--- src/rtl/gpp_map.svh ---
// register map, field positions and reset values of the pin port
// assumes apb word addressing: byte address is index times four
`ifndef GPP_MAP_SVH
`define GPP_MAP_SVH
// ----------------------------------------
// register indices
// ----------------------------------------
`define GPP_IDX_DIR    6'h00
`define GPP_IDX_LEVEL  6'h04
`define GPP_IDX_CLR    6'h06
`define GPP_IDX_FLIP   6'h07
`define GPP_IDX_SAMPLE 6'h08
`define GPP_IDX_FLAGS  6'h09
`define GPP_IDX_CTRL   6'h10
// ----------------------------------------
// per pad control fields
// ----------------------------------------
`define GPP_POL_BIT    7
`define GPP_PULL_BIT   3
`define GPP_SENSE_HI   2
`define GPP_SENSE_LO   0
`define GPP_CTRL_MASK  8'h8F
// ----------------------------------------
// reset values
// ----------------------------------------
`define GPP_RST_BYTE   8'h00
`define GPP_RST_WORD   32'h0000_0000
`endif

--- src/rtl/gpp_pkg.sv ---
// types shared by the pin port
// assumes gpp_map.svh is on the include path
package gpp_pkg;
    // ----------------------------------------
    // sense modes
    // ----------------------------------------
    typedef enum logic [2:0] {
        GPP_SENSE_NONE = 3'h0,
        GPP_SENSE_ANY  = 3'h1,
        GPP_SENSE_RISE = 3'h2,
        GPP_SENSE_FALL = 3'h3,
        GPP_SENSE_OFF  = 3'h4,
        GPP_SENSE_LOW  = 3'h5
    } gpp_sense_type;
    // ----------------------------------------
    // apb request from the master
    // ----------------------------------------
    typedef struct packed {
        logic        psel;
        logic        penable;
        logic        pwrite;
        logic [7:0]  paddr;
        logic [31:0] pwdata;
    } gpp_apb_req_type;
    // ----------------------------------------
    // apb answer to the master
    // ----------------------------------------
    typedef struct packed {
        logic [31:0] prdata;
        logic        pready;
        logic        pslverr;
    } gpp_apb_rsp_type;
    // ----------------------------------------
    // pad drive group
    // ----------------------------------------
    typedef struct packed {
        logic [7:0] level;
        logic [7:0] oe;
        logic [7:0] pull;
    } gpp_pad_type;
endpackage

--- src/rtl/gpp_port.sv ---
// eight pin port with apb register slave
// assumes pad inputs synchronous-ish, sampled through two flops
//
// Functional notes
// RL1 - clear strobe one bits clear drive level
// RL2 - zero strobe bits leave level unchanged
// RL3 - strobe registers read back drive level
// RL4 - flip strobe or sample write toggles level
// RL5 - enabled buffer: sample bit shows pin level
// RL6 - disabled buffer holds last sample bit
// RL7 - event flag set on sense match
// RL8 - write one clears flag, zero keeps
// RL9 - polarity flip inverts input and output
// RL10 - pull-up only while pin input-only
// RL11 - sense 0: buffer on, no event
// RL12 - sense 1: event on both edges
// RL13 - sense 2: event on rising edge
// RL14 - sense 3: event on falling edge
// RL15 - sense 4: buffer and event off
// RL16 - sense 5: event on low level
// RL17 - driver enable one drives, zero releases
// RL18 - level affects pin only when driven
// RL19 - sense 6,7: buffer on, no event
// RL20 - two flop synchroniser before sampling
//
// The APB register port was chosen for this implementation.
`timescale 1ns/1ns
`include "gpp_map.svh"

module gpp_port
    import gpp_pkg::*;
(
    input  wire logic            clk_in,
    input  wire logic            rst_in,
    input  wire gpp_apb_req_type apb_req_in,
    output gpp_apb_rsp_type      apb_rsp_out,
    input  wire logic [7:0]      pad_in,
    output gpp_pad_type          pad_out
);

    // ----------------------------------------
    // state
    // ----------------------------------------
    logic [7:0]      dir_reg;
    logic [7:0]      level_reg;
    logic [7:0]      sample_reg;
    logic [7:0]      flags_reg;
    logic [7:0]      ctrl_reg [8];
    logic [7:0]      sync1_reg;
    logic [7:0]      sync2_reg;
    logic            pready_reg;
    logic [31:0]     prdata_reg;
    logic            pslverr_reg;
    gpp_pad_type     pad_reg;

    // ----------------------------------------
    // bus decode
    // ----------------------------------------
    logic [5:0]      idx;
    logic            rd_phase;
    logic            acc;
    logic            wr;
    logic            is_ctrl;
    logic            mapped;
    logic [7:0]      wbyte;
    logic [7:0]      rd_mux;

    assign idx      = apb_req_in.paddr[7:2];
    assign rd_phase = apb_req_in.psel & apb_req_in.penable & ~pready_reg;
    assign acc      = apb_req_in.psel & apb_req_in.penable & pready_reg;
    assign wr       = acc & apb_req_in.pwrite;
    assign wbyte    = apb_req_in.pwdata[7:0];
    assign is_ctrl  = (idx[5:3] == `GPP_IDX_CTRL >> 3) & (apb_req_in.paddr[1:0] == 2'h0);

    always_comb begin
        mapped = 1'b1;
        rd_mux = `GPP_RST_BYTE;
        if (is_ctrl) begin
            rd_mux = ctrl_reg[idx[2:0]];
        end else if (apb_req_in.paddr[1:0] != 2'h0) begin
            mapped = 1'b0;
        end else begin
            unique case (idx)
                `GPP_IDX_DIR:    rd_mux = dir_reg;
                `GPP_IDX_LEVEL:  rd_mux = level_reg;
                `GPP_IDX_CLR:    rd_mux = level_reg; // RL3
                `GPP_IDX_FLIP:   rd_mux = level_reg; // RL3
                `GPP_IDX_SAMPLE: rd_mux = sample_reg;
                `GPP_IDX_FLAGS:  rd_mux = flags_reg;
                default:         mapped = 1'b0;
            endcase
        end
    end

    // ----------------------------------------
    // apb answer, one wait state
    // ----------------------------------------
    always_ff @(posedge clk_in) begin
        if (rst_in) begin
            pready_reg <= 1'b0;
        end else begin
            pready_reg <= rd_phase;
        end
    end

    always_ff @(posedge clk_in) begin
        if (rst_in) begin
            prdata_reg  <= `GPP_RST_WORD;
            pslverr_reg <= 1'b0;
        end else begin
            pslverr_reg <= rd_phase & ~mapped;
            if (rd_phase & ~apb_req_in.pwrite) begin
                prdata_reg <= {24'h00_0000, rd_mux};
            end
        end
    end

    assign apb_rsp_out = '{prdata: prdata_reg, pready: pready_reg, pslverr: pslverr_reg};

    // ----------------------------------------
    // direction and drive level
    // ----------------------------------------
    always_ff @(posedge clk_in) begin
        if (rst_in) begin
            dir_reg <= `GPP_RST_BYTE;
        end else if (wr & ~is_ctrl & (idx == `GPP_IDX_DIR)) begin
            dir_reg <= wbyte;
        end
    end

    always_ff @(posedge clk_in) begin
        if (rst_in) begin
            level_reg <= `GPP_RST_BYTE;
        end else if (wr & ~is_ctrl) begin
            unique case (idx)
                `GPP_IDX_LEVEL:  level_reg <= wbyte;
                `GPP_IDX_CLR:    level_reg <= level_reg & ~wbyte; // RL1 RL2
                `GPP_IDX_FLIP:   level_reg <= level_reg ^ wbyte; // RL4 RL2
                `GPP_IDX_SAMPLE: level_reg <= level_reg ^ wbyte; // RL4
                default:         level_reg <= level_reg;
            endcase
        end
    end

    // ----------------------------------------
    // per pad control
    // ----------------------------------------
    always_ff @(posedge clk_in) begin
        if (rst_in) begin
            for (int i = 0; i < 8; i++) begin
                ctrl_reg[i] <= `GPP_RST_BYTE;
            end
        end else if (wr & is_ctrl) begin
            ctrl_reg[idx[2:0]] <= wbyte & `GPP_CTRL_MASK;
        end
    end

    // ----------------------------------------
    // input sampling
    // ----------------------------------------
    always_ff @(posedge clk_in) begin
        if (rst_in) begin
            sync1_reg <= `GPP_RST_BYTE;
            sync2_reg <= `GPP_RST_BYTE;
        end else begin
            sync1_reg <= pad_in; // RL20
            sync2_reg <= sync1_reg; // RL20
        end
    end

    logic [7:0] pol;
    logic [7:0] buf_en;
    logic [7:0] smp;
    logic [7:0] hit;

    always_comb begin
        for (int i = 0; i < 8; i++) begin
            gpp_sense_type s;
            s         = gpp_sense_type'(ctrl_reg[i][`GPP_SENSE_HI:`GPP_SENSE_LO]);
            pol[i]    = ctrl_reg[i][`GPP_POL_BIT];
            buf_en[i] = (s != GPP_SENSE_OFF); // RL15 RL19
            smp[i]    = sync2_reg[i] ^ pol[i]; // RL9
            hit[i]    = 1'b0;
            if (buf_en[i]) begin
                case (s)
                    GPP_SENSE_ANY:  hit[i] = smp[i] ^ sample_reg[i]; // RL12
                    GPP_SENSE_RISE: hit[i] = smp[i] & ~sample_reg[i]; // RL13
                    GPP_SENSE_FALL: hit[i] = ~smp[i] & sample_reg[i]; // RL14
                    GPP_SENSE_LOW:  hit[i] = ~smp[i]; // RL16
                    default:        hit[i] = 1'b0; // RL11 RL19
                endcase
            end
        end
    end

    always_ff @(posedge clk_in) begin
        if (rst_in) begin
            sample_reg <= `GPP_RST_BYTE;
        end else begin
            sample_reg <= (smp & buf_en) | (sample_reg & ~buf_en); // RL5 RL6
        end
    end

    // ----------------------------------------
    // event flags, set wins over clear
    // ----------------------------------------
    logic [7:0] flag_clr;
    assign flag_clr = (wr & ~is_ctrl & (idx == `GPP_IDX_FLAGS)) ? wbyte : 8'h00;

    always_ff @(posedge clk_in) begin
        if (rst_in) begin
            flags_reg <= `GPP_RST_BYTE;
        end else begin
            flags_reg <= (flags_reg & ~flag_clr) | hit; // RL7 RL8
        end
    end

    // ----------------------------------------
    // pad drive
    // ----------------------------------------
    always_ff @(posedge clk_in) begin
        if (rst_in) begin
            pad_reg <= '0;
        end else begin
            pad_reg.oe    <= dir_reg; // RL17
            pad_reg.level <= (level_reg ^ pol) & dir_reg; // RL9 RL18
            for (int i = 0; i < 8; i++) begin
                pad_reg.pull[i] <= ctrl_reg[i][`GPP_PULL_BIT] & ~dir_reg[i]; // RL10
            end
        end
    end

    assign pad_out = pad_reg;

    logic wr_clr;
    logic wr_flip;
    assign wr_clr  = wr & ~is_ctrl & (idx == `GPP_IDX_CLR);
    assign wr_flip = wr & ~is_ctrl & ((idx == `GPP_IDX_FLIP) | (idx == `GPP_IDX_SAMPLE));

    // ----------------------------------------
    // sense decode for checks
    // ----------------------------------------
    logic [7:0] chk_none;
    logic [7:0] chk_any;
    logic [7:0] chk_rise;
    logic [7:0] chk_fall;
    logic [7:0] chk_off;
    logic [7:0] chk_low;
    logic [7:0] chk_rsvd;
    logic [7:0] chk_pull;

    always_comb begin
        for (int i = 0; i < 8; i++) begin
            chk_none[i] = (ctrl_reg[i][`GPP_SENSE_HI:`GPP_SENSE_LO] == GPP_SENSE_NONE);
            chk_any[i]  = (ctrl_reg[i][`GPP_SENSE_HI:`GPP_SENSE_LO] == GPP_SENSE_ANY);
            chk_rise[i] = (ctrl_reg[i][`GPP_SENSE_HI:`GPP_SENSE_LO] == GPP_SENSE_RISE);
            chk_fall[i] = (ctrl_reg[i][`GPP_SENSE_HI:`GPP_SENSE_LO] == GPP_SENSE_FALL);
            chk_off[i]  = (ctrl_reg[i][`GPP_SENSE_HI:`GPP_SENSE_LO] == GPP_SENSE_OFF);
            chk_low[i]  = (ctrl_reg[i][`GPP_SENSE_HI:`GPP_SENSE_LO] == GPP_SENSE_LOW);
            chk_rsvd[i] = (ctrl_reg[i][`GPP_SENSE_HI:`GPP_SENSE_LO] >= 3'h6);
            chk_pull[i] = ctrl_reg[i][`GPP_PULL_BIT] & ~dir_reg[i];
        end
    end
endmodule

--- config.mk ---
export PLATFORM = sky130hd
export DESIGN_NAME = gpp_port
export DESIGN_NICKNAME = d
export VERILOG_FILES = /design/src/rtl/gpp_pkg.sv /design/src/rtl/gpp_port.sv
export VERILOG_INCLUDE_DIRS = /design/src /design/src/rtl
export SDC_FILE = /design/constraint.sdc
export NUM_CORES = 1
export LEC_CHECK = 0
export BUFFER_PORTS_ARGS = -buffer_cell sky130_fd_sc_hd__buf_2
export CAP_MARGIN = 20
export CORE_MARGIN = 1
export CORE_UTILIZATION = 40
export CTS_BUF_LIST = sky130_fd_sc_hd__clkbuf_4 sky130_fd_sc_hd__clkbuf_8 sky130_fd_sc_hd__clkbuf_16
export DETAILED_ROUTE_END_ITERATION = 10
export GPL_TIMING_DRIVEN = 0
export SKIP_CTS_REPAIR_TIMING = 1
export SLEW_MARGIN = 20
export SYNTH_ARGS = -nofsm -noshare
export SYNTH_HDL_FRONTEND = slang
export SYNTH_SLANG_ARGS = --single-unit
export TNS_END_PERCENT = 5
--- constraint.sdc ---
create_clock -name clk_in -period 6.5 [get_ports clk_in]
set_input_delay 1.3 -clock clk_in [delete_from_list [all_inputs] [get_ports clk_in]]
set_output_delay 1.3 -clock clk_in [all_outputs]
set_load 0.01 [all_outputs]
==> results of run 1 <==
==> worst max-delay path, delay by kind of cell <==
family	cells	cell delay, ns
buf+inv	4	1.79
simple gates	1	0.31
==> synthesized netlist by cell type (6+ instances only) <==
master | n | area share [%]
a211oi_1 | 9 | 1.1
a21oi_1 | 25 | 2.0
a221oi_1 | 8 | 1.1
a22o_1 | 7 | 1.0
a22oi_1 | 6 | 0.73
and2_1 | 14 | 1.4
buf_2 | 8 | 0.65
buf_4 | 28 | 3.4
clkbuf_1 | 11 | 0.67
dfxtp_1 | 82 | 27
edfxtp_1 | 40 | 20
ha_1 | 24 | 4.9
inv_1 | 21 | 1.3
mux2_2 | 14 | 2.6
mux2i_1 | 11 | 1.8
nand2_1 | 39 | 2.4
nand3_1 | 8 | 0.65
nand3b_1 | 8 | 0.98
nand4b_1 | 8 | 1.1
nor2_1 | 44 | 2.7
nor2b_1 | 26 | 2.7
nor3_1 | 8 | 0.65
nor3_2 | 10 | 1.6
nor3b_1 | 24 | 2.9
o2111ai_1 | 9 | 1.3
o211a_1 | 8 | 1.3
o21ai_0 | 14 | 1.1
xnor2_1 | 8 | 1.1
xor2_1 | 8 | 1.1
==> power by group through the flow <==
stage / Sequential (mW) / Combinational, mW / Clock (mW)
after floorplan: 0.837 / 0.106 / 0
after global placement: 0.842 / 0.150 / 0
after detailed placement: 0.843 / 0.156 / 0
after CTS: 0.827 / 0.157 / 0.916
after global routing: 0.829 / 0.173 / 0.950
final: 0.827 / 0.159 / 0.901
==> kinds of logic (layout without fill, tap and decap cells) <==
| family | after synthesis | count (layout) | share of synthesized area, % |
|---|---|---|---|
| buffers and inverters | 80 | 174 | 7.262 |
| flip-flops | 122 | 122 | 46.35 |
| adder cells (fa/ha/maj) | 24 | 24 | 4.896 |
| other | 1 | 24 | 0.06114 |
| AO/OA/AOI/OAI | 106 | 106 | 12.59 |
| XOR/XNOR | 16 | 16 | 2.285 |
| AND/OR/NAND/NOR | 222 | 222 | 22.20 |
| multiplexers | 25 | 25 | 4.366 |
==> routing by layer <==
layer  GRT usage (%)  wire length [microns]
met1           28.69                   7493
met2           36.83                   8130
met3           4.800                    941
met4           11.62                    660
met5               0                      0
==> cell type report <==
| cell class | instances | area (sq um) | share of cell area [%] |
|---|---|---|---|
| flip-flops and latches | 122 | 2843 | 38.84 |
| clock inverters | 11 | 103.9 | 1.419 |
| multi-input cells | 417 | 2932 | 40.05 |
| clock buffers | 21 | 455.4 | 6.222 |
| repair buffers | 62 | 310.3 | 4.239 |
| inverters | 26 | 97.59 | 1.333 |
| plain buffers | 54 | 347.8 | 4.752 |
| well taps | 184 | 230.2 | 3.145 |
==> final timing paths <==
| kind | from | to | slack (ns) |
|---|---|---|---|
| setup reg to reg | pready_reg$_SDFF_PP0_ | ctrl_reg[0][0]$_SDFFCE_PN0P_ | 3.93 |
| hold reg to reg | sync1_reg[0]$_SDFF_PP0_ | sync2_reg[0]$_SDFF_PP0_ | 0.43 |
| hold / removal | sync1_reg[0]$_SDFF_PP0_ | sync2_reg[0]$_SDFF_PP0_ | 0.43 |
| setup / recovery | rst_in | ctrl_reg[7][2]$_SDFFCE_PN0P_ | 3.21 |
==> metrics.md, run 1 <==
| Metric | Value |
|---|---|
| Max-slew violations | 0 |
| Input/output buffers | 62 |
| Max cap viols | 0 |
| Crit path max fanout | 10 |
| Pre-CTS WS | 2.775 ns |
| Flops & latches, synth | 122 |
| Commonest non-fill, non-tap cell in the layout | dfxtp_1 |
| Wire per inst | 19.20 microns |
| Leakage Power | 3.088 nW |
| Row cnt | 44 |
| Worst IR Drop VDD | 178.2 uV |
| H-Tree Depth | 4 |
| Mean area per synthesized cell | 10.29 sq um |
| Top_reg_cell synth | dfxtp_1 |
| CTS tree | done |
| Die footprint | 15830 sq um |
| Total power draw | 1.887 mW |
| Placer Congestion | 0.8929 |
| Switching power | 0.4450 mW |
| Largest net degree at the start of global routing | 17 |
| Clock group share of total power | 47.8% |
| Fin crit period | 3.291 ns |
| Finished Core Util | 49.61% |
| Placed insts | 865 |
| Max reg flops | 40 |
| Number of vias per cell | 5.365 |
| Remaining DRCs | 0 |
| Mapped Cells | 596 |
| Post-DRT Antenna Nets | 0 |
| Int Pwr | 1.442 mW |
| Post-synth EDFFs | 40 |
| Worst Hold Class | flip-flop to flip-flop |
| DRT Wirelength | 17230 microns |
| Seq/Total Area, Yosys | 46.35% |
| DP HPWL | 12780 microns |
| Fin worst setup slack | 3.209 ns |
| Initial Utilization | 41.57% |
| Max-slew headroom | 38.87% |
| Crit path DAT | 3.42 ns |
| RSZ-0062 raised after global routing | no |
| Power per cell area | 257.8 nW/um^2 |
| Fillers | 1378 |
| CTS Sinks | 122 |
| Hold Slack | 0.4316 ns |
| Routed vias | 4812 |
| Post-Place Cell Area | 6760 sq um |
| Initial antenna violation count | 0 |
| Flop pwr share | 43.8% |
| Synthesized cell area | 6133 sq um |
| Final Non-Filler Cells | 897 |
| Max Clk Rate | 303.9 MHz |
| DR pass1 iterations | 5 |
| Vias in the first global route | 4823 |
| Worst path most repeated cell | clkbuf_1 |
| DR iter-0 viols | 350 |
| R2R depth | 4 |
| N_diodes | 0 |
| DIE HEIGHT | 125.8 microns |
| Final Hold Vio Count | 0 |
| Most frequent cells in the layout | dfxtp_1, buf_2, nor2_1, edfxtp_1, nand2_1 |
| Hold path cells | 1 |
| Clk root buf | clkbuf_16 |
| Setup CP Type | input pin to flip-flop |
| Boundary Pins | 111 |
| First-pass GRT wire length | 26530 microns |
| Syn. warnings | 0 |
| Fin nets | 777 |
| GR Overflow Total | 0 |
| Gr usage total | 22.74% |
| Synth cell types | 61 |
| Worst-Margin Slew | 0.9169 ns |
| Combinational share of power | 8.4% |
| Data required, critical path | 6.62 ns |
| Area delta synth->final | 19.34% |
| Ys async rst share | 0% |
| CP peak stage delay | 0.75 ns |
| Clock Skews | 0.004817 ns |
| Die width | 125.8 microns |
| TritonCTS Buffers | 17 |
| Sw frac | 23.58% |
| Number of setup violations in the final report | 0 |
| Core area | 14750 sq um |
| Setup TNS Final | 0 ns |
| CP max-delay cell | clkbuf_1 |
| Critical-path cell list | buf_2 -> clkbuf_1 -> clkbuf_1 -> clkbuf_1 -> or2_2 |
| Fraction of layout cells with a size suffix above 1 | 24.68% |
| Clk buf depth | 2 |
| Clock latency on the worst-skew pair | 0.42 ns |
| Clk slew on worst S/H paths | 0.05 ns |
| Post-route cell area | 7320 sq um |
| Critical path launch point type | input pin |
| Status | finished, final reports clean |
| Crit end category | flip-flop |
| Final period utilization | 50.63% |
Note: power is estimated with default switching activity, not from simulation.
==> run 2: changes to the inputs <==
--- a/config.mk
+++ b/config.mk
@@ -6,6 +6,7 @@
 export SDC_FILE = /design/constraint.sdc
 export NUM_CORES = 1
 export LEC_CHECK = 0
+export ABC_AREA = 1
 export BUFFER_PORTS_ARGS = -buffer_cell sky130_fd_sc_hd__buf_2
 export CAP_MARGIN = 20
 export CORE_MARGIN = 1
==> constraint.sdc (replaced) <==
create_clock -name clk_in -period 3.25 [get_ports clk_in]
set_input_delay 0.65 -clock clk_in [delete_from_list [all_inputs] [get_ports clk_in]]
set_output_delay 0.65 -clock clk_in [all_outputs]
set_load 0.01 [all_outputs]
==> run 2 against run 1 <==
Worst hold slack got worse by 0.034 ns. Critical endpoint is now ctrl_reg[3][0]$_SDFFCE_PN0P_. Combinational power rose by 87%. First-iteration DRC count up 18%. Final cell count rose by 18%. The flow now finishes with violations (design-rule violations). Sequential cell count did not move. Synthesized cell count rose by 28%. Non-clock buffer count shrank 8. Critical path depth increased by 3. Global-route usage decreased by 0.094 points.
==> metrics.md, run 2 <==
| Metric | Value |
|---|---|
| Status | complete, but fails checks |
| Failing checks | design-rule violations |
| Routed vias | 5262 (+9.4%) |
| Max reg flops | 40 (unchanged) |
| Boundary Pins | 111 (unchanged) |
| Input/output buffers | 59 (-4.8%) |
| Synth cell types | 33 (-46%) |
| Finished Core Util | 49.27% (-0.34 points) |
| Fin crit period | 2.044 ns |
| Clk root buf | clkbuf_16 |
| Reg-to-Reg End | ctrl_reg[3][0]$_SDFFCE_PN0P_ |
| Die width | 124.8 microns (-0.86%) |
| Crit path DAT | 2.16 ns (-1.26 ns) |
| Placer Congestion | 0.8827 (-1.1%) |
| Row cnt | 44 (unchanged) |
| Synth top area share | 27.24% (+0.47 points) |
| Core area | 14640 sq um (-0.75%) |
| Fraction of layout cells with a size suffix above 1 | 17.60% (-7.1 points) |
| Largest net degree at the start of global routing | 17 (unchanged) |
| Vias in the first global route | 4683 (-2.9%) |
| Final Hold Vio Count | 0 (unchanged) |
| Cell family with most CP delay | simple AND/OR/NAND/NOR gates |
| Die footprint | 15560 sq um (-1.7%) |
| R2r setup slk | 1.34 ns (-2.59 ns) |
| GR Overflow Total | 0 (unchanged) |
| Fin nets | 939 (+21%) |
| Clk buf depth | 2 (unchanged) |
| Power per cell area | 524.2 nW/um^2 (+100%) |
| Max-slew headroom | 41.26% (+2.4 points) |
| TritonCTS Buffers | 17 (unchanged) |
| Initial antenna violation count | 0 (unchanged) |
| Mean area per synthesized cell | 7.920 sq um (-23%) |
| Max Clk Rate | 489.2 MHz |
| Wire per inst | 15.91 microns (-17%) |
| H-Tree Depth | 4 (unchanged) |
| Critical-path cell list | buf_2 -> nor2_4 -> nand4_2 -> inv_1 -> nand3_2 -> nor2_2 -> nand2_1 -> nand2_1 |
| Clock group share of total power | 48.7% (+0.9 points) |
| Hold Path Origin | sync1_reg[1]$_SDFF_PP0_ |
| DRT Wirelength | 16850 microns (-2.2%) |
| Max cap viols | 0 (unchanged) |
| Hold path cells | 2 (+1) |
| Switching power | 0.9418 mW (+110%) |
| Mapped Cells | 761 (+28%) |
| Worst R2R Start | pready_reg$_SDFF_PP0_ |
| Worst-Margin Slew | 0.8811 ns (-0.03580 ns) |
| Clk slew on worst S/H paths | 0.06 ns (about the same) |
| CP peak stage delay | 0.37 ns (-0.38 ns) |
| CP startpoint | apb_req_in[33] |
| Worst IR Drop VDD | 390.8 uV (+120%) |
| Setup TNS Final | 0 ns (unchanged) |
| Largest cells by area after synthesis | dfxtp_1, edfxtp_1, nand2_1, nor2_1, inv_1 |
| First-pass GRT wire length | 25880 microns (-2.5%) |
| CP max-delay cell | nor2_2 |
| Setup CP Type | input pin to flip-flop |
| Flop pwr share | 43.5% (-0.3 points) |
| DP HPWL | 11680 microns (-8.6%) |
| Fillers | 1446 (+4.9%) |
| R2R depth | 6 (+2) |
| CTS Sinks | 122 (unchanged) |
| Remaining DRCs | 12 (+12) |
| Flops & latches, synth | 122 (unchanged) |
| Leakage Power | 3.431 nW (+11%) |
| Crit end category | flip-flop |
| Clock Skews | 0.007100 ns (+0.002284 ns) |
| Syn. warnings | 0 (unchanged) |
| Initial Utilization | 41.16% (-0.41 points) |
| Final period utilization | 62.90% |
| DIE HEIGHT | 124.8 microns (-0.86%) |
| Area delta synth->final | 19.72% |
| Max-slew violations | 0 (unchanged) |
| Int Pwr | 2.841 mW (+97%) |
| Worst Hold Class | flip-flop to flip-flop |
| Post-synth top area cell | dfxtp_1 |
| Total power draw | 3.783 mW (+100%) |
| Critical path launch point type | input pin |
| Crit path max fanout | 6 (-4) |
| Data required, critical path | 3.37 ns (-3.25 ns) |
| Most frequent cells in the layout | nand2_1, nor2_1, inv_1, dfxtp_1, buf_2 |
| Commonest non-fill, non-tap cell in the layout | nand2_1 |
| Number of vias per cell | 4.969 (-7.4%) |
| Post-synth EDFFs | 40 (unchanged) |
| RSZ-0062 raised after global routing | no |
| Top_reg_cell synth | dfxtp_1 |
| Gr usage total | 22.64% (-0.094 points) |
| Ys async rst share | 0% (unchanged) |
| Worst path most repeated cell | nand2_1 |
| Combinational share of power | 7.9% (-0.5 points) |
| Post-DRT Antenna Nets | 0 (unchanged) |
| N_diodes | 0 (unchanged) |
| DR iter-0 viols | 414 (+18%) |
| Synthesized cell area | 6027 sq um (-1.7%) |
| Sw frac | 24.90% (+1.3 points) |
| DR pass1 iterations | 8 (+3) |
| CTS tree | done |
| Count leader, synth | nand2_1 |
| Number of setup violations in the final report | 0 (unchanged) |
| CP Buf/Inv Count | 2 (-2) |
| Seq/Total Area, Yosys | 47.17% (+0.82 points) |
| WHS Endpoint | sync2_reg[1]$_SDFF_PP0_ |
| Post-synth top cells | nand2_1, nor2_1, inv_1 |
| Clock latency on the worst-skew pair | 0.43 ns (about the same) |
## run 2: worst reg2reg max path, cell delays in order (launching register included)
cell,delay [ns]
dfxtp_1,0.35
nand3_1,0.13
nor2_4,0.14
nand3_2,0.14
nor2_2,0.37
nand2_1,0.24
nand2_1,0.24
## run 2: worst max path at each step
stage	endpoint	slack (ns)	cells past startpoint
floorplan	ctrl_reg[0][0]$_SDFFCE_PN0P_	1.37	7
global placement	ctrl_reg[3][0]$_SDFFCE_PN0P_	0.81	8
detailed placement	ctrl_reg[3][0]$_SDFFCE_PN0P_	0.79	8
CTS	ctrl_reg[3][0]$_SDFFCE_PN0P_	1.24	8
global route	ctrl_reg[3][4]$_SDFFCE_PN0P_	1.05	8
finish	ctrl_reg[3][0]$_SDFFCE_PN0P_	1.21	8
## run 2: kinds of logic after synthesis
family / Yosys count / share of synthesized area, %
XOR/XNOR: 8 / 1.163
buffers and inverters: 143 / 11.09
adder cells (fa/ha/maj): 24 / 4.982
AND/OR/NAND/NOR: 342 / 25.08
AO/OA/AOI/OAI: 121 / 10.46
other: 1 / 0.06222
flip-flops: 122 / 47.17
## run 2: metal layers
layer	global-route usage [%]	share of wire (%)	vias up	wire length [microns]
met3	5.885	7.8	34	1315
met5	0	0	-	0
li1	-	-	2608	-
met1	30.39	46	2411	7743
met2	34.57	44	209	7339
met4	9.150	2.7	0	449
## run 2: cell type report
type / count / area [sq um] / area share (%)
buffer: 49 / 312.8 / 4.335
clock buffer: 17 / 425.4 / 5.896
clock inverter: 15 / 151.4 / 2.098
inverter: 94 / 355.3 / 4.925
multi-input combinational: 519 / 2603 / 36.07
sequential: 122 / 2843 / 39.40
tap: 184 / 230.2 / 3.191
timing repair buffer: 59 / 295.3 / 4.092
## run 2: per-stage QoR
stage,instances,worst slack (ns),hold WS [ns],cell area (sq um)
final,1059,1.206,0.3977,7216
after global routing,1059,1.053,0.4139,7216
after CTS,1059,1.238,0.3975,7216
after detailed placement,1027,0.7919,0.3924,6639
after global placement,1027,0.8076,0.3899,6639
after floorplan,784,1.367,0.3883,6113
## run 2: power groups by stage
stage | sequential, mW | combinational, mW | clock, mW
6_report | 1.64 | 0.297 | 1.84
5_1_grt | 1.65 | 0.331 | 1.92
4_1_cts | 1.65 | 0.296 | 1.86
3_5_place_dp | 1.68 | 0.294 | 0
3_3_place_gp | 1.68 | 0.292 | 0
2_1_floorplan | 1.67 | 0.198 | 0
==> run 3: changes to the inputs <==
==> constraint.sdc (replaced) <==
create_clock -name clk_in -period 1.69 [get_ports clk_in]
set_input_delay 0.338 -clock clk_in [delete_from_list [all_inputs] [get_ports clk_in]]
set_output_delay 0.338 -clock clk_in [all_outputs]
set_load 0.01 [all_outputs]
==> run 3 against run 2 <==
The run still ends with design-rule violations left. Final area increased by 1.4%. Sequential cell count is the same. Critical path type is now flip-flop to flip-flop. Critical path depth shrank 1.
==> metrics.md, run 3 (synthesis results as in run 2) <==
| Metric | Value |
|---|---|
| Status | complete, but fails checks |
| Failing checks | design-rule violations |
| Setup TNS Final | 0 ns (unchanged) |
| Largest net degree at the start of global routing | 17 (unchanged) |
| Post-DRT Antenna Nets | 0 (unchanged) |
| Clock Skews | 0.006453 ns (-0.0006474 ns) |
| Int Pwr | 5.467 mW (+92%) |
| CTS tree | done |
| Critical path launch point type | flip-flop |
| Post-route cell area | 7315 sq um (+1.4%) |
| Leakage Power | 3.451 nW (+0.58%) |
| Setup CP Type | flip-flop to flip-flop |
| Die width | 124.8 microns (unchanged) |
| Fin nets | 942 (+0.32%) |
| Final Hold Vio Count | 0 (unchanged) |
| Worst IR Drop VDD | 750.6 uV (+92%) |
| TritonCTS Buffers | 17 (unchanged) |
| Number of vias per cell | 4.946 (-0.45%) |
| DRT Wirelength | 16850 microns (about the same) |
| Initial Utilization | 41.16% (unchanged) |
| Boundary Pins | 111 (unchanged) |
| Flop pwr share | 43.5% (about the same) |
| Commonest non-fill, non-tap cell in the layout | nand2_1 |
| Clock group share of total power | 48.5% (-0.2 points) |
| N_diodes | 0 (unchanged) |
| Crit path DAT | 1.89 ns (-0.27 ns) |
| Die footprint | 15560 sq um (unchanged) |
| DR pass1 iterations | 8 (unchanged) |
| GR Overflow Total | 0 (unchanged) |
| Clk buf depth | 2 (unchanged) |
| Fillers | 1444 (-0.14%) |
| DIE HEIGHT | 124.8 microns (unchanged) |
| Wire per inst | 15.87 microns (-0.25%) |
| Remaining DRCs | 12 (unchanged) |
| Routed vias | 5253 (-0.17%) |
| Area delta synth->final | 21.36% |
| Row cnt | 44 (unchanged) |
| Input/output buffers | 59 (unchanged) |
| Crit end category | flip-flop |
| CP max-delay cell | edfxtp_1 |
| Initial antenna violation count | 0 (unchanged) |
| Worst-Margin Slew | 0.8773 ns (-0.003853 ns) |
| Placer Congestion | 0.8827 (unchanged) |
| DR iter-0 viols | 408 (-1.4%) |
| First-pass GRT wire length | 25880 microns (unchanged) |
| Most frequent cells in the layout | nand2_1, nor2_1, inv_1, dfxtp_1, buf_2 |
| Worst Hold Class | input pin to flip-flop |
| Final period utilization | 95.57% |
| Max Clk Rate | 619.2 MHz |
| Power per cell area | 994.6 nW/um^2 (+90%) |
| Max-slew headroom | 41.52% (+0.26 points) |
| Max reg flops | 40 (unchanged) |
| Crit path max fanout | 4 (-2) |
| Vias in the first global route | 4683 (unchanged) |
| Max cap viols | 0 (unchanged) |
| Number of setup violations in the final report | 0 (unchanged) |
| RSZ-0062 raised after global routing | yes |
| Total power draw | 7.275 mW (+92%) |
| Gr usage total | 22.64% (unchanged) |
| Core area | 14640 sq um (unchanged) |
| Combinational share of power | 8.0% (about the same) |
| Post-Place Cell Area | 6639 sq um (unchanged) |
| Clk root buf | clkbuf_16 |
| Max-slew violations | 0 (unchanged) |
| Clock latency on the worst-skew pair | 0.43 ns (about the same) |
| Fin crit period | 1.615 ns |
| CTS Sinks | 122 (unchanged) |
| Data required, critical path | 1.97 ns (-1.40 ns) |
| H-Tree Depth | 4 (unchanged) |
| Critical-path cell list | xor2_2 -> inv_1 -> ha_1 -> nor3_1 -> nor2_1 -> nand3_1 -> a21oi_1 |
| Finished Core Util | 49.95% (+0.67 points) |
| Sw frac | 24.85% (-0.051 points) |
| Switching power | 1.807 mW (+92%) |
| Fraction of layout cells with a size suffix above 1 | 19.82% (+2.2 points) |
| Clk slew on worst S/H paths | 0.06 ns (about the same) |
| CP peak stage delay | 0.51 ns (+0.14 ns) |
| DP HPWL | 11680 microns (unchanged) |
[run 3: changes by cell type in the layout (fill, tap and decap cells not counted)]
| cell | before | now |
|---|---|---|
| dfxtp_2 | 0 | 1 |
| nand2_2 | 3 | 13 |
| nand3_1 | 36 | 35 |
| nand2_4 | 0 | 1 |
| nor2_4 | 7 | 9 |
| dfxtp_1 | 82 | 81 |
| nor2_1 | 107 | 105 |
| xor2_1 | 8 | 6 |
| nand2_1 | 152 | 141 |
| buf_4 | 28 | 31 |
| xor2_2 | 0 | 2 |
| nand3_4 | 0 | 1 |
[run 3: final cells by class]
cell class,instances,area (sq um),area share (%)
sequential,122,2844,38.88
multi-input combinational,519,2678,36.61
clock buffer,17,425.4,5.816
inverter,94,355.3,4.858
timing repair buffer,62,317.8,4.345
buffer,49,312.8,4.276
tap,184,230.2,3.147
clock inverter,15,151.4,2.070
[run 3: path summary, 6_finish.rpt]
path / from / end / slack [ns] / depth (start not counted)
hold / removal: pad_in[4] / sync1_reg[4]$_SDFF_PP0_ / 0.11 / 3
setup / recovery: ctrl_reg[0][4]$_SDFFCE_PN0P_ / flags_reg[0]$_SDFF_PP0_ / 0.07 / 7
hold reg to reg: sync1_reg[1]$_SDFF_PP0_ / sync2_reg[1]$_SDFF_PP0_ / 0.40 / 2
setup reg to reg: ctrl_reg[0][4]$_SDFFCE_PN0P_ / flags_reg[0]$_SDFF_PP0_ / 0.07 / 7
[run 3: power groups by stage]
stage	Combinational [mW]	Sequential (mW)	Clock [mW]
after floorplan	0.381	3.21	0
after global placement	0.562	3.22	0
after detailed placement	0.566	3.23	0
after CTS	0.569	3.16	3.58
after global routing	0.646	3.17	3.70
final	0.581	3.17	3.53
[run 3: through the flow]
step | setup slack, ns | instances | hold slack (ns)
2_1_floorplan | 0.1190 | 784 | 0.3883
3_3_place_gp | -0.4404 | 1027 | 0.3899
3_5_place_dp | -0.4561 | 1027 | 0.3924
4_1_cts | -0.2037 | 1059 | 0.09768
5_1_grt | -0.01189 | 1062 | 0.1188
6_report | 0.07490 | 1062 | 0.1081
[run 3: layer usage]
layer  share of wire [%]  global-route usage (%)  vias to the layer above
li1                    -                       -                     2616
met1                  45                   30.39                     2389
met2                  44                   34.57                      216
met3                 8.9                   5.885                       32
met4                 2.7                   9.150                        0
met5                   0                       0                        -
[run 3: critical path: cells and delay by family (launching register included)]
kind                       cells  cell delay (ns)
buffers and inverters          1             0.08
AOI/OAI and AO/OA              1             0.06
and+or+nand+nor                3             0.37
xor gates and xnor gates       1             0.25
adders and majority gates      1             0.19
DFF                            1             0.51
